## config.mk

```make
export PLATFORM = sky130hd
export DESIGN_NAME = pwm_timer
export DESIGN_NICKNAME = d
export VERILOG_FILES = /design/src/pwm_timer_pkg.sv /design/src/chan_if.sv /design/src/tim_counter.sv /design/src/chan_unit.sv /design/src/pwm_timer.sv
export SDC_FILE = /design/constraint.sdc
export NUM_CORES = 1
export LEC_CHECK = 0
export BUFFER_PORTS_ARGS = -buffer_cell sky130_fd_sc_hd__buf_4
export CAP_MARGIN = 25
export CORE_AREA = 2 2 145 183
export CTS_CLUSTER_SIZE = 16
export DETAILED_ROUTE_END_ITERATION = 8
export DIE_AREA = 0 0 147 185
export PLACE_DENSITY = 0.55
export SYNTH_ARGS = -nofsm -noshare
export SYNTH_HDL_FRONTEND = slang
export SYNTH_HIERARCHICAL = 1
export SYNTH_SLANG_ARGS = --single-unit
```

## constraint.sdc

```tcl
create_clock -name clk_i -period 3.9 [get_ports clk_i]
set_input_delay 0.975 -clock clk_i [delete_from_list [all_inputs] [get_ports clk_i]]
set_output_delay 0.975 -clock clk_i [all_outputs]
set_load 0.005 [all_outputs]
```

## src/pwm_timer_pkg.sv

```systemverilog
// Constants, field layout and types of the two-channel PWM timer.
// Assumes a Wishbone slave with 32-bit data and byte addressing.
// Summary of operation
// - Width follows channel value in modulo+1 steps; 0x0080 is half duty at modulo 0x00FF.
// - Unbuffered PWM: a value write takes effect at once on any channel.
// - Channel flag rises at pulse end, overflow flag at period end.
// - Buffered select in channel 0 control links both channels onto pin 0.
// - Buffered starts on channel 0; channel 1 write wins next period.
// - Each buffered overflow selects the value written most recently.
// - Buffered: channel 0 control governs, channel 1 idle, pin 1 freed.
// - Overflow flag sets at modulo; requests only with overflow enable.
// - Channel flag sets on capture or compare; requests when enabled.
// - In wait the counter runs, registers close, enabled requests wake.
// - In stop the counter halts and registers close; captures still load values and flags; reset resets it.
// - A break stops the counter.
// - With break clear enable set, flags clear in break and stay cleared.
// - With break clear enable clear, bus access in break spares flags.
// - A clear step begun before a protected break completes after it.
package pwm_timer_pkg;
    localparam logic [7:0]  CNT_CTL_OFS = 8'h00;
    localparam logic [7:0]  CNT_VAL_OFS = 8'h04;
    localparam logic [7:0]  MOD_OFS     = 8'h08;
    localparam logic [7:0]  BRK_CTL_OFS = 8'h1C;
    localparam logic [7:0]  CH_CTL_OFS [2] = '{8'h0C, 8'h14};
    localparam logic [7:0]  CH_VAL_OFS [2] = '{8'h10, 8'h18};
    localparam int          FLAG_BIT  = 7;
    localparam int          IE_BIT    = 6;
    localparam int          STOP_BIT  = 5;
    localparam int          CRST_BIT  = 4;
    localparam int          BUF_BIT   = 5;
    localparam int          CMPEN_BIT = 4;
    localparam int          ACT_LSB   = 2;
    localparam int          OVS_BIT   = 1;
    localparam int          BRK_CLR_BIT = 0;
    localparam logic [15:0] MOD_RST   = 16'hFFFF;
    localparam logic [15:0] VAL_RST   = 16'h0000;
    // Compare action; in capture mode the same codes pick the edge
    typedef enum logic [1:0] {
        ACT_NONE   = 2'b00,
        ACT_TOGGLE = 2'b01,
        ACT_CLEAR  = 2'b10,
        ACT_SET    = 2'b11
    } act_t;
endpackage : pwm_timer_pkg

```

## src/chan_if.sv

```systemverilog
// Carrier between the timer top and one channel unit.
// Assumes both sides run on the same clock.
`timescale 1ns/1ns
interface chan_if;
    import pwm_timer_pkg::*;
    logic        cmp_en;
    act_t        act;
    logic        ovf_set;
    logic [15:0] val;
    logic [15:0] nxt;
    logic        tick;
    logic        ovf;
    logic        pin_s;
    logic        match;
    logic        capt;
    logic        out;
    logic        drive;
    modport ctrl (output cmp_en, act, ovf_set, val, nxt, tick, ovf, pin_s,
                  input match, capt, out, drive);
    modport unit (input cmp_en, act, ovf_set, val, nxt, tick, ovf, pin_s,
                  output match, capt, out, drive);
endinterface : chan_if

```

## src/tim_counter.sv

```systemverilog
// Free-running up counter with modulo wrap.
// Assumes run_i and clr_i come from logic on the same clock.
`timescale 1ns/1ns
module period_counter
    import pwm_timer_pkg::*;
(
    input  wire logic        clk_i,
    input  wire logic        rst_i,
    input  wire logic        run_i,
    input  wire logic        clr_i,
    input  wire logic [15:0] modulo_i,
    output logic      [15:0] cnt_o,
    output logic      [15:0] nxt_o,
    output logic             tick_o,
    output logic             ovf_o
);
    logic [15:0] cnt_q;
    logic [15:0] cnt_d;

    // Next count; the wrap at modulo marks the end of a period
    always_comb begin
        nxt_o  = (cnt_q == modulo_i) ? 16'h0000 : cnt_q + 16'h0001;
        tick_o = run_i;
        ovf_o  = run_i && (cnt_q == modulo_i);
        cnt_d  = cnt_q;
        if (clr_i) begin
            cnt_d = 16'h0000;
        end else if (run_i) begin
            cnt_d = nxt_o;
        end
    end

    always_ff @(posedge clk_i) begin
        if (rst_i) begin
            cnt_q <= VAL_RST;
        end else begin
            cnt_q <= cnt_d;
        end
    end

    assign cnt_o = cnt_q;
endmodule : period_counter

```

## src/chan_unit.sv

```systemverilog
// One compare/capture channel with its pin output level.
// Assumes pin_s is already synchronised to clk_i.
`timescale 1ns/1ns
module chan_unit
    import pwm_timer_pkg::*;
(
    input  wire logic clk_i,
    input  wire logic rst_i,
    chan_if.unit      ch
);
    logic out_q;
    logic out_d;
    logic prev_q;
    logic rise;
    logic fall;

    // Compare looks at the count being entered, so value 0 gives 0% duty
    always_comb begin
        ch.match = ch.tick && ch.cmp_en && (ch.nxt == ch.val);
        rise     = ch.pin_s && !prev_q;
        fall     = !ch.pin_s && prev_q;
        ch.capt  = !ch.cmp_en && (((ch.act == ACT_TOGGLE) && rise) ||
                   ((ch.act == ACT_CLEAR) && fall) ||
                   ((ch.act == ACT_SET) && (rise || fall)));
        ch.drive = ch.cmp_en && (ch.act != ACT_NONE);
        out_d    = out_q;
        if (ch.match) begin
            case (ch.act)
                ACT_TOGGLE: out_d = !out_q;
                ACT_CLEAR:  out_d = 1'b0;
                ACT_SET:    out_d = 1'b1;
                default:    out_d = out_q;
            endcase
        end else if (ch.ovf && ch.ovf_set && ch.cmp_en) begin
            case (ch.act)
                ACT_CLEAR: out_d = 1'b1;
                ACT_SET:   out_d = 1'b0;
                default:   out_d = out_q;
            endcase
        end
    end

    always_ff @(posedge clk_i) begin
        if (rst_i) begin
            out_q  <= 1'b0;
            prev_q <= 1'b1; // Idle pin is high; 0 would fake a rise
        end else begin
            out_q  <= out_d;
            prev_q <= ch.pin_s;
        end
    end

    assign ch.out = out_q;
endmodule : chan_unit

```

## src/pwm_timer.sv

```systemverilog
// Top of the two-channel PWM timer with its Wishbone register file.
// Assumes break, wait and stop levels come from system logic on clk_i;
// pins are asynchronous and are synchronised here.
`timescale 1ns/1ns
module pwm_timer
    import pwm_timer_pkg::*;
(
    input  wire logic        clk_i,
    input  wire logic        rst_i,
    input  wire logic [7:0]  adr_i,
    input  wire logic [31:0] dat_i,
    output logic      [31:0] dat_o,
    input  wire logic        we_i,
    input  wire logic [3:0]  sel_i,
    input  wire logic        cyc_i,
    input  wire logic        stb_i,
    output logic             ack_o,
    input  wire logic        break_i,
    input  wire logic        wait_i,
    input  wire logic        stop_i,
    input  wire logic [1:0]  ch_pin_i,
    output logic      [1:0]  ch_pin_o,
    output logic      [1:0]  ch_pin_oe_n_o,
    output logic             irq_o
);
    function automatic logic [15:0] merge16(input logic [15:0] old,
                                            input logic [31:0] d,
                                            input logic [3:0]  s);
        merge16 = {s[1] ? d[15:8] : old[15:8], s[0] ? d[7:0] : old[7:0]};
    endfunction : merge16

    logic        ack_q, ack_d;
    logic [31:0] dat_q, dat_d;
    logic        irq_q, irq_d;
    logic        ovf_flag_q, ovf_flag_d, ovf_ie_q, ovf_ie_d;
    logic        ovf_arm_q, ovf_arm_d, stop_q, stop_d;
    logic [15:0] mod_q, mod_d;
    logic        brk_clr_q, brk_clr_d;
    logic        bufsel_q, bufsel_d, act_sel_q, act_sel_d;
    logic        last_wr_q, last_wr_d;
    logic [1:0]  flag_q, flag_d, ie_q, ie_d, arm_q, arm_d;
    logic [1:0]  cmp_en_q, cmp_en_d, ovs_q, ovs_d;
    act_t        act_q [2];
    act_t        act_d [2];
    logic [15:0] val_q [2];
    logic [15:0] val_d [2];
    logic [1:0]  pin_s1_q, pin_s2_q, oe_n_q, oe_n_d;
    logic        req, wr_fire, acc_ok, clr_ok, cnt_clr, run;
    logic [15:0] cnt, nxt;
    logic        tick, ovf;
    logic [31:0] rd;
    logic [1:0]  ch_match, ch_capt;

    chan_if chif [2] ();

    // Break and stop freeze the count; wait leaves it running
    assign run = !stop_q && !break_i && !stop_i;

    period_counter u_cnt (
        .clk_i    (clk_i),
        .rst_i    (rst_i),
        .run_i    (run),
        .clr_i    (cnt_clr),
        .modulo_i (mod_q),
        .cnt_o    (cnt),
        .nxt_o    (nxt),
        .tick_o   (tick),
        .ovf_o    (ovf)
    );

    // Channel 1 is muted while linked so its pin is free for other use
    for (genvar g = 0; g < 2; g++) begin : g_ch
        if (g == 0) begin : g_c0
            assign chif[g].val = (bufsel_q && act_sel_q) ? val_q[1]
                                                         : val_q[0];
            assign chif[g].cmp_en = cmp_en_q[g];
            assign chif[g].act    = act_q[g];
        end else begin : g_c1
            assign chif[g].val    = val_q[g];
            assign chif[g].cmp_en = cmp_en_q[g] && !bufsel_q;
            assign chif[g].act    = bufsel_q ? ACT_NONE : act_q[g];
        end
        assign chif[g].ovf_set = ovs_q[g];
        assign chif[g].nxt     = nxt;
        assign chif[g].tick    = tick;
        assign chif[g].ovf     = ovf;
        assign chif[g].pin_s   = pin_s2_q[g];
        chan_unit u_ch (
            .clk_i (clk_i),
            .rst_i (rst_i),
            .ch    (chif[g])
        );
        assign ch_pin_o[g] = chif[g].out;
        // Plain vectors, since an interface array takes no loop index
        assign ch_match[g] = chif[g].match;
        assign ch_capt[g]  = chif[g].capt;
    end

    // Bus qualifiers; flags are guarded while a protected break holds
    always_comb begin
        req     = cyc_i && stb_i;
        acc_ok  = !wait_i && !stop_i;
        clr_ok  = !break_i || brk_clr_q;
        wr_fire = req && we_i && ack_q && acc_ok;
        cnt_clr = wr_fire && sel_i[0] && (adr_i == CNT_CTL_OFS) &&
                  dat_i[CRST_BIT];
    end

    // Read mux; unmapped addresses read zero
    always_comb begin
        rd = 32'h0000_0000;
        case (adr_i)
            CNT_CTL_OFS: rd[7:5] = {ovf_flag_q, ovf_ie_q, stop_q};
            CNT_VAL_OFS: rd[15:0] = cnt;
            MOD_OFS:     rd[15:0] = mod_q;
            BRK_CTL_OFS: rd[BRK_CLR_BIT] = brk_clr_q;
            CH_VAL_OFS[0]: rd[15:0] = val_q[0];
            CH_VAL_OFS[1]: rd[15:0] = val_q[1];
            CH_CTL_OFS[0]: rd[7:1] = {flag_q[0], ie_q[0], bufsel_q,
                                      cmp_en_q[0], act_q[0], ovs_q[0]};
            CH_CTL_OFS[1]: rd[7:1] = {flag_q[1], ie_q[1], 1'b0,
                                      cmp_en_q[1], act_q[1], ovs_q[1]};
            default:     rd = 32'h0000_0000;
        endcase
    end

    // Bus answer, counter controls and overflow flag
    always_comb begin
        ack_d      = req && !ack_q;
        dat_d      = (ack_d && !we_i && acc_ok) ? rd : 32'h0000_0000;
        ovf_flag_d = ovf_flag_q;
        ovf_arm_d  = ovf_arm_q;
        ovf_ie_d   = ovf_ie_q;
        stop_d     = stop_q;
        mod_d      = mod_q;
        brk_clr_d  = brk_clr_q;
        // First clearing step: reading the flag while it is set
        if (ack_d && !we_i && acc_ok && clr_ok &&
            adr_i == CNT_CTL_OFS && ovf_flag_q) begin
            ovf_arm_d = 1'b1;
        end
        if (wr_fire && sel_i[0] && adr_i == CNT_CTL_OFS) begin
            ovf_ie_d = dat_i[IE_BIT];
            stop_d   = dat_i[STOP_BIT];
            if (clr_ok) begin
                if (ovf_arm_q && !dat_i[FLAG_BIT]) begin
                    ovf_flag_d = 1'b0;
                end
                ovf_arm_d = 1'b0;
            end
        end
        if (wr_fire && adr_i == MOD_OFS) begin
            mod_d = merge16(mod_q, dat_i, sel_i);
        end
        if (wr_fire && sel_i[0] && adr_i == BRK_CTL_OFS) begin
            brk_clr_d = dat_i[BRK_CLR_BIT];
        end
        if (ovf) begin
            ovf_flag_d = 1'b1;
        end
        irq_d = (ovf_flag_q && ovf_ie_q) ||
                |(flag_q & ie_q);
    end

    // Channel registers, flags and the buffered pair selection
    always_comb begin
        bufsel_d  = bufsel_q;
        act_sel_d = act_sel_q;
        last_wr_d = last_wr_q;
        for (int i = 0; i < 2; i++) begin
            flag_d[i]   = flag_q[i];
            ie_d[i]     = ie_q[i];
            arm_d[i]    = arm_q[i];
            cmp_en_d[i] = cmp_en_q[i];
            ovs_d[i]    = ovs_q[i];
            act_d[i]    = act_q[i];
            val_d[i]    = val_q[i];
            if (ack_d && !we_i && acc_ok && clr_ok &&
                adr_i == CH_CTL_OFS[i] && flag_q[i]) begin
                arm_d[i] = 1'b1;
            end
            if (wr_fire && sel_i[0] && adr_i == CH_CTL_OFS[i]) begin
                ie_d[i]     = dat_i[IE_BIT];
                cmp_en_d[i] = dat_i[CMPEN_BIT];
                ovs_d[i]    = dat_i[OVS_BIT];
                act_d[i]    = act_t'(dat_i[ACT_LSB +: 2]);
                if (clr_ok) begin
                    if (arm_q[i] && !dat_i[FLAG_BIT]) begin
                        flag_d[i] = 1'b0;
                    end
                    arm_d[i] = 1'b0;
                end
            end
            if (wr_fire && adr_i == CH_VAL_OFS[i]) begin
                val_d[i] = merge16(val_q[i], dat_i, sel_i);
                last_wr_d = (i == 1);
            end
            if (ch_capt[i]) begin
                val_d[i] = cnt;
            end
            if (ch_match[i] || ch_capt[i]) begin
                flag_d[i] = 1'b1;
            end
        end
        if (wr_fire && sel_i[0] && adr_i == CH_CTL_OFS[0]) begin
            bufsel_d = dat_i[BUF_BIT];
            if (dat_i[BUF_BIT] && !bufsel_q) begin
                act_sel_d = 1'b0;
                last_wr_d = 1'b0;
            end
        end
        if (bufsel_q && ovf) begin
            act_sel_d = last_wr_d;
        end
        oe_n_d[0] = !chif[0].drive;
        oe_n_d[1] = !chif[1].drive || bufsel_q;
    end

    // Register stage; pins pass two flip-flops before any use
    always_ff @(posedge clk_i) begin
        if (rst_i) begin
            ack_q      <= 1'b0;
            dat_q      <= 32'h0000_0000;
            irq_q      <= 1'b0;
            ovf_flag_q <= 1'b0;
            ovf_ie_q   <= 1'b0;
            ovf_arm_q  <= 1'b0;
            stop_q     <= 1'b0;
            mod_q      <= MOD_RST;
            brk_clr_q  <= 1'b0;
            bufsel_q   <= 1'b0;
            act_sel_q  <= 1'b0;
            last_wr_q  <= 1'b0;
            flag_q     <= 2'h0;
            ie_q       <= 2'h0;
            arm_q      <= 2'h0;
            cmp_en_q   <= 2'h0;
            ovs_q      <= 2'h0;
            act_q      <= '{ACT_NONE, ACT_NONE};
            val_q      <= '{VAL_RST, VAL_RST};
            pin_s1_q   <= 2'h3; // Idle pin level, no false edge
            pin_s2_q   <= 2'h3;
            oe_n_q     <= 2'h3;
        end else begin
            ack_q      <= ack_d;
            dat_q      <= dat_d;
            irq_q      <= irq_d;
            ovf_flag_q <= ovf_flag_d;
            ovf_ie_q   <= ovf_ie_d;
            ovf_arm_q  <= ovf_arm_d;
            stop_q     <= stop_d;
            mod_q      <= mod_d;
            brk_clr_q  <= brk_clr_d;
            bufsel_q   <= bufsel_d;
            act_sel_q  <= act_sel_d;
            last_wr_q  <= last_wr_d;
            flag_q     <= flag_d;
            ie_q       <= ie_d;
            arm_q      <= arm_d;
            cmp_en_q   <= cmp_en_d;
            ovs_q      <= ovs_d;
            act_q      <= act_d;
            val_q      <= val_d;
            pin_s1_q   <= ch_pin_i;
            pin_s2_q   <= pin_s1_q;
            oe_n_q     <= oe_n_d;
        end
    end

    assign ack_o         = ack_q;
    assign dat_o         = dat_q;
    assign irq_o         = irq_q;
    assign ch_pin_oe_n_o = oe_n_q;

    // Checks on the behaviour above
    ovf_flag_set_a: assert property (
        @(posedge clk_i) disable iff (rst_i)
        ovf |=> ovf_flag_q) else $error("overflow flag missed");
    ovf_irq_gate_a: assert property (
        @(posedge clk_i) disable iff (rst_i)
        ovf_flag_q && !ovf_ie_q && !(|(flag_q & ie_q)) |=> !irq_q)
        else $error("overflow request not masked");
    // Request is one cycle behind the flag, gated by the enable of then
    ch_flag_set_a: assert property (
        @(posedge clk_i) disable iff (rst_i)
        ch_match[0] |=> flag_q[0] ##1 (irq_q || !$past(ie_q[0])))
        else $error("channel flag or request missed");
    brk_freeze_a: assert property (
        @(posedge clk_i) disable iff (rst_i)
        break_i && !cnt_clr |=> cnt == $past(cnt))
        else $error("counter moved in break");
    stop_freeze_a: assert property (
        @(posedge clk_i) disable iff (rst_i)
        stop_i [*2] |-> $stable(cnt))
        else $error("counter moved in stop");
    brk_protect_a: assert property (
        @(posedge clk_i) disable iff (rst_i)
        break_i && !brk_clr_q && ovf_flag_q |=> ovf_flag_q)
        else $error("flag cleared in protected break");
    buf_select_a: assert property (
        @(posedge clk_i) disable iff (rst_i)
        bufsel_q && ovf && !wr_fire |=> act_sel_q == $past(last_wr_q))
        else $error("wrong buffered value chosen");
    pin1_release_a: assert property (
        @(posedge clk_i) disable iff (rst_i)
        bufsel_q |=> ch_pin_oe_n_o[1])
        else $error("pin 1 driven in buffered mode");
    pwm_fall_a: assert property (
        @(posedge clk_i) disable iff (rst_i)
        ch_match[0] && act_q[0] == ACT_CLEAR |=> !ch_pin_o[0])
        else $error("output not cleared at compare");
    wait_lock_a: assert property (
        @(posedge clk_i) disable iff (rst_i)
        wait_i && !ovf |=> $stable(ovf_ie_q) && $stable(mod_q))
        else $error("register changed in wait");
endmodule : pwm_timer

```

Yosys cells after proc, flatten, opt, wreduce, memory -nomap -nowiden
Index checks and enable logic that the tools add are counted.
{"block": "word_totals", "reg_bits": 130, "latchBits": 0, "ram_bits": 0, "rom_bits": 0, "in_bits": 54, "output_inout_bits": 38, "wordCells": 232, "mem_count": 0}
{"block": "classes", "addsub": 1, "multipliers": 0, "n_div": 0, "order_cmp": 0, "n_eq_ne": 16, "shift": 0, "n_mux": 49, "bitwise": 2, "reduce_logical": 127}
{"cell": "two-way mux 16 bit", "count": 6}
{"cell": "logical AND 1 bit", "count": 57}
{"cell": "== test 16 bit", "count": 3}
{"cell": "nonzero test 2 bit", "count": 21}
{"cell": "== test 8 x 5 -> 1 bit (second input constant)", "count": 4}
{"cell": "two-way mux 1 bit", "count": 32}
{"cell": "case mux 8 bit (4 select lines)", "count": 1}
{"cell": "case mux 4 bit (6 select lines)", "count": 1}
{"cell": "case mux 3 bit (7 select lines)", "count": 1}
{"cell": "logical NOT 1 bit", "count": 18}
{"cell": "adder 16 x 1 -> 16 bit (second input constant)", "count": 1}
{"cell": "== test 8 x 4 -> 1 bit (second input constant)", "count": 2}
{"cell": "two-way mux 8 bit", "count": 2}
{"cell": "AND reduction 3 bit", "count": 5}
{"cell": "AND reduction 2 bit", "count": 7}
{"cell": "nonzero test 3 bit", "count": 4}
{"cell": "logical OR 1 bit", "count": 11}
{"cell": "== test 2 bit (second input constant)", "count": 4}
{"cell": "== test 8 x 3 -> 1 bit (second input constant)", "count": 1}
{"cell": "logical NOT 8 bit", "count": 1}
{"cell": "case mux 1 bit (3 select lines)", "count": 2}
{"cell": "OR reduction 2 bit", "count": 3}
{"cell": "case mux 1 bit (5 select lines)", "count": 1}
{"cell": "== test 2 x 1 -> 1 bit (second input constant)", "count": 2}
{"cell": "other kinds (4)", "count": 5}

Depth between registers and ports, before layout
{"block": "logic_depth", "word_depth": 10, "depth_mapped": 13, "depth_no_buf": 12}

Modules after synthesis
Netlist, hierarchy kept.
{"module": "pwm_timer", "instances": 1, "cells_each": 543, "area_each_um2": 5108.6, "seq_area_each_um2": 1881.8}
{"module": "period_counter", "instances": 1, "cells_each": 189, "area_each_um2": 1371.3, "seq_area_each_um2": 320.3}
{"module": "chan_unit", "instances": 2, "cells_each": 52, "area_each_um2": 410.4, "seq_area_each_um2": 40.0}

Least setup slack after synthesis
Ideal clock, no wire load.
{"block": "synth_path", "kind": "input-to-reg", "startpoint": "in adr_i[2]", "endpoint": "reg u_cnt.cnt_q[14], in the netlist u_cnt/cnt_o[14]", "setup_time_ps": 133, "arrival_ps": 2897, "required_ps": 3767, "slack_ps": 870, "cell_stages": 9, "path_buffers": 4, "path_cell_list": "buf_2 -> nor4_2 -> and4_1 -> clkbuf_1 -> and2_1 -> or2_2 -> buf_1 -> clkbuf_1 -> a31oi_1"}
{"block": "synth_via", "elab_chain_cells": 4}
{"item": "start: declaration", "line_no": "pwm_timer.sv:10", "text": "input wire logic [7:0] adr_i,"}
{"item": "logical NOT 8 bit", "line_no": "pwm_timer.sv:105", "text": "cnt_clr = wr_fire && sel_i[0] && (adr_i == CNT_CTL_OFS) &&"}
{"item": "logical AND 1 bit (2 in a row)", "line_no": "pwm_timer.sv:105"}
{"item": "named net cnt_clr", "line_no": "pwm_timer.sv:48", "text": "logic req, wr_fire, acc_ok, clr_ok, cnt_clr, run;"}
{"item": "OR reduction 2 bit (no line)"}
{"item": "end signal: assignment", "line_no": "tim_counter.sv:37", "text": "cnt_q <= cnt_d;"}
{"item": "end: declaration", "line_no": "tim_counter.sv:17", "text": "logic [15:0] cnt_q;"}
The timed path passes the listed nets, and every way through them passes these cells.
A chain may end at the register's enable or synchronous reset.

Final worst setup path
{"block": "layout_path", "startpoint": "reg u_cnt.cnt_q[2], in the netlist u_cnt/cnt_o[2]", "endpoint": "reg g_ch[1].u_ch.out_q"}
{"block": "layout_via", "elab_chain_cells": 6, "elab_cells_between_ends": 12, "cone_classes": "add/sub: 1; eq/ne: 2; mux: 2; reduce/logical: 7"}
{"item": "adder 16 x 1 -> 16 bit or == test 16 bit (tied branches)", "line_no": "tim_counter.sv:22", "text": "nxt_o = (cnt_q == modulo_i) ? 16'h0000 : cnt_q + 16'h0001;"}
{"item": "two-way mux 16 bit *", "line_no": "tim_counter.sv:22"}
{"item": "named net chif[0].nxt[15]", "line_no": "chan_if.sv:10", "text": "logic [15:0] nxt;"}
{"item": "== test 16 bit *", "line_no": "chan_unit.sv:19", "text": "ch.match = ch.tick && ch.cmp_en && (ch.nxt == ch.val);"}
{"item": "logical AND 1 bit *", "line_no": "chan_unit.sv:19"}
{"item": "named net chif[1].match", "line_no": "chan_if.sv:14", "text": "logic match;"}
{"item": "nonzero test 3 bit (no line) or nonzero test 2 bit (tied branches)"}
{"item": "AND reduction 3 bit (no line)"}
{"item": "end signal: assignment", "line_no": "chan_unit.sv:48", "text": "out_q <= out_d;"}
{"item": "end: declaration", "line_no": "chan_unit.sv:11", "text": "logic out_q;"}
The timed path passes the listed nets; every way through them passes the cells marked *.

==> impl_metrics.env <==
export IMPL_status="complete, no violations"
export IMPL_synth_top_area_share_pct=31.3
export IMPL_cts_sinks=114
export IMPL_slowest_stage="or4_1"
export IMPL_syn_area_sq_um=7300
export IMPL_setup_violations=0
export IMPL_slew_limit_headroom_pct=46.4
export IMPL_cp_end_kind="flop"
export IMPL_period_share_pct=88.7
export IMPL_min_path_type="flop to flop"
export IMPL_dp_hpwl_um=17100
export IMPL_antenna_found_initial=0
export IMPL_post_cts_buffers=0
export IMPL_cts_root_buffer_cell="clkbuf_16"
export IMPL_first_iter_violations=680
export IMPL_rsz0062_at_grt="false"
export IMPL_synth_top_flop_cell="dfxtp_1"
export IMPL_die_w_um=147
export IMPL_gp_congestion=0.852
export IMPL_regToRegStartpoint="u_cnt/cnt_o[2]"
export IMPL_ys_ff_latch=114
export IMPL_num_vias=6351
export IMPL_wl_um=23100
export IMPL_drt_first_pass_iters=6
export IMPL_crit_start="u_cnt/cnt_o[2]"
export IMPL_crit_end="g_ch[1].u_ch/ch.out"
export IMPL_nNetsFinal=929
export IMPL_core_sq_um=25600
export IMPL_leakage_nw=3.21
export IMPL_yosysWarnings=6
export IMPL_crit_chain="nand4_1 > or4_1 > and2_1 > o21a_1 > xor2_1 > nor4_1 > nand4_1 > nor4_4 > o22ai_1 > a211oi_2"
export IMPL_final_setup_worst_slack_ps=442
export IMPL_antenna_left=0
export IMPL_synth_common_cells="dfxtp_1 (114), nor2_1 (69), mux2_2 (53), xor2_1 (53)"
export IMPL_pin_count=92
export IMPL_numCtsBuffers=17
export IMPL_hold_viol_final=0
export IMPL_path_buf_inv=0
export IMPL_grt_pass1_wl_um=36500
export IMPL_clk_latency_ps=430
export IMPL_worstSetupPathDepth=10
export IMPL_async_flop_share_pct=0
export IMPL_critPathKind="flop to flop"
export IMPL_peakVddDrop_v=0.000328
export IMPL_yosysMostFrequentCell="dfxtp_1"
export IMPL_insertedDiodeCount=0
export IMPL_cp_start_kind="flop"
export IMPL_period_needed_ps=3460
export IMPL_grt_overflow=0
export IMPL_yosys_area_top_type="dfxtp_1"
export IMPL_grt_max_degree=108
export IMPL_cp_top_family="simple AND/OR/NAND/NOR gates"
export IMPL_die_h_um=185
export IMPL_drv_cap=0
export IMPL_grt_pass1_vias=6310
export IMPL_ctsResizeCount=0
export IMPL_drv_slew=0
export IMPL_required_ps=4250
export IMPL_clkTransAtPathRegs_ps=50
export IMPL_io_buffers=57
export IMPL_ys_seq_area_share_pct=31.3
export IMPL_syn_avg_cell_area_sq_um=8.73
export IMPL_dieArea_sq_um=27200
export IMPL_setup_tns_ps=0
export IMPL_drc_errors=0
export IMPL_synthDistinctLibCells=77
export IMPL_drive_gt1_share_pct=22.8
export IMPL_placed_cells=1191
export IMPL_synth_edf_count=0
export IMPL_max_stage_delay_ps=650
export IMPL_reg2reg_to="g_ch[1].u_ch/ch.out"
export IMPL_start_util_pct=28.5
export IMPL_clock_skew_ps=6.47
export IMPL_worstMarginPinSlew_ps=803
export IMPL_hold_buffers=0
export IMPL_tritoncts="built"
export IMPL_pre_cts_slack_ps=438
export IMPL_fmax_ghz=0.289
export IMPL_fp_row_count=66
export IMPL_cp_max_fo=13
export IMPL_r2r_setup_slack_ps=440
export IMPL_area_growth_pct=17.4
export IMPL_ys_top_cells_by_area="dfxtp_1 (31%), mux2_2 (8.2%), xor2_1 (6.4%)"
export IMPL_nFillCells=2721
export IMPL_htree_levels=4
export IMPL_power_density_nw_per_um2=338
export IMPL_cts_buffer_depth=2
export IMPL_vias_per_cell=5.20
export IMPL_cpMostUsedCell="nand4_1"
export IMPL_synthCells=836
export IMPL_utilization_pct=33.5
export IMPL_ff2ff_path_depth=10
export IMPL_final_cells=1221
export IMPL_crit_arrival_ps=3810
export IMPL_wl_per_cell_um=18.9
export IMPL_track_usage_pct=17.5
==> cell families (layout without fill, tap and decap cells) <==
group / count (synthesis) / in the layout / share of synthesized area, %
and+or+nand+nor: 334 / 334 / 27.0
AOI/OAI and AO/OA: 132 / 132 / 12.9
DFF: 114 / 114 / 31.3
buffers and inverters: 96 / 126 / 6.56
muxes: 95 / 95 / 14.1
xor gates and xnor gates: 59 / 59 / 7.28
adders and majority gates: 5 / 5 / 0.857
other: 1 / 16 / 0.0514
==> worst min path at each step <==
| stage | from | end | depth (start not counted) | slack (ps) |
|---|---|---|---|---|
| final | pin_s1_q[0] | pin_s2_q[0] | 1 | 410 |
| after CTS | pin_s1_q[0] | pin_s2_q[0] | 1 | 410 |
| after global routing | pin_s1_q[0] | pin_s2_q[0] | 1 | 430 |
| after global placement | pin_s1_q[0] | pin_s2_q[0] | 1 | 400 |
| after detailed placement | pin_s1_q[0] | pin_s2_q[0] | 1 | 400 |
| after floorplan | pin_s1_q[0] | pin_s2_q[0] | 1 | 390 |
==> sequential cells by signal (all words and copies together), names as in the netlist, 2 cells and up <==
register          flops
arm_q                 2
g_ch.u_ch/prev_q      2
flag_q                2
g_ch.u_ch/ch.out      2
ovs_q                 2
pin_s2_q              2
chif.val             16
act_q                 2
ie_q                  2
val_q                16
dat_o                16
chif.act              2
cmp_en_q              2
pin_s1_q              2
mod_q                16
u_cnt/cnt_o          16
ch_pin_oe_n_o         2
==> per-layer routing <==
| layer | global-route usage, % | part of all wire (%) | up-vias |
|---|---|---|---|
| met1 | 20.1 | 41 | 3089 |
| met5 | 0 | 0 | - |
| met2 | 31.9 | 53 | 157 |
| met3 | 2.91 | 3.5 | 40 |
| li1 | - | - | 3065 |
| met4 | 7.85 | 3.2 | 0 |
==> where the power goes <==
group          leakage (nW)  switching, mW  internal (mW)  total (mW)
clock network         0.273          0.560          0.981        1.54
registers             0.920        0.00551           1.17        1.18
logic                  2.01          0.110         0.0734       0.184
total                  3.21          0.676           2.22        2.90
==> per-stage QoR <==
| stage | area, sq um | hold slack, ps | power, mW |
|---|---|---|---|
| after global routing | 8570 | 429 | 2.99 |
| after global placement | 8010 | 396 | 1.38 |
| final | 8570 | 412 | 2.90 |
| after CTS | 8570 | 410 | 2.93 |
| after floorplan | 7360 | 389 | 1.31 |
| after detailed placement | 8010 | 398 | 1.38 |
==> cell usage in the layout, fill, tap and decap left out, drive strengths merged, types with 16 or more instances in the layout <==
cell / count
dfxtp: 114
buf: 81
nor2: 71
xor2: 55
mux2: 53
mux2i: 41
nand3: 41
nor2b: 38
nand2: 35
a21oi: 30
clkbuf: 25
nor4: 23
nand2b: 18
nor3: 18
conb: 16
==> layout make-up <==
cell class | instances | area, sq um | share of cell area [%]
clock buffers | 25 | 485 | 5.67
clock inverters | 5 | 77.6 | 0.905
inverters | 15 | 56.3 | 0.657
multi-input cells | 641 | 4620 | 53.9
flip-flops and latches | 114 | 2280 | 26.6
well taps | 340 | 425 | 4.96
repair buffers | 81 | 621 | 7.24
==> worst register-to-register path, delay by kind of cell (launching register included) <==
family / cells / cell delay, ps
simple gates: 6 / 1990
compound gates: 3 / 620
xor+xnor: 1 / 160
flops: 1 / 600
Note: power is estimated with default switching activity, not from simulation.
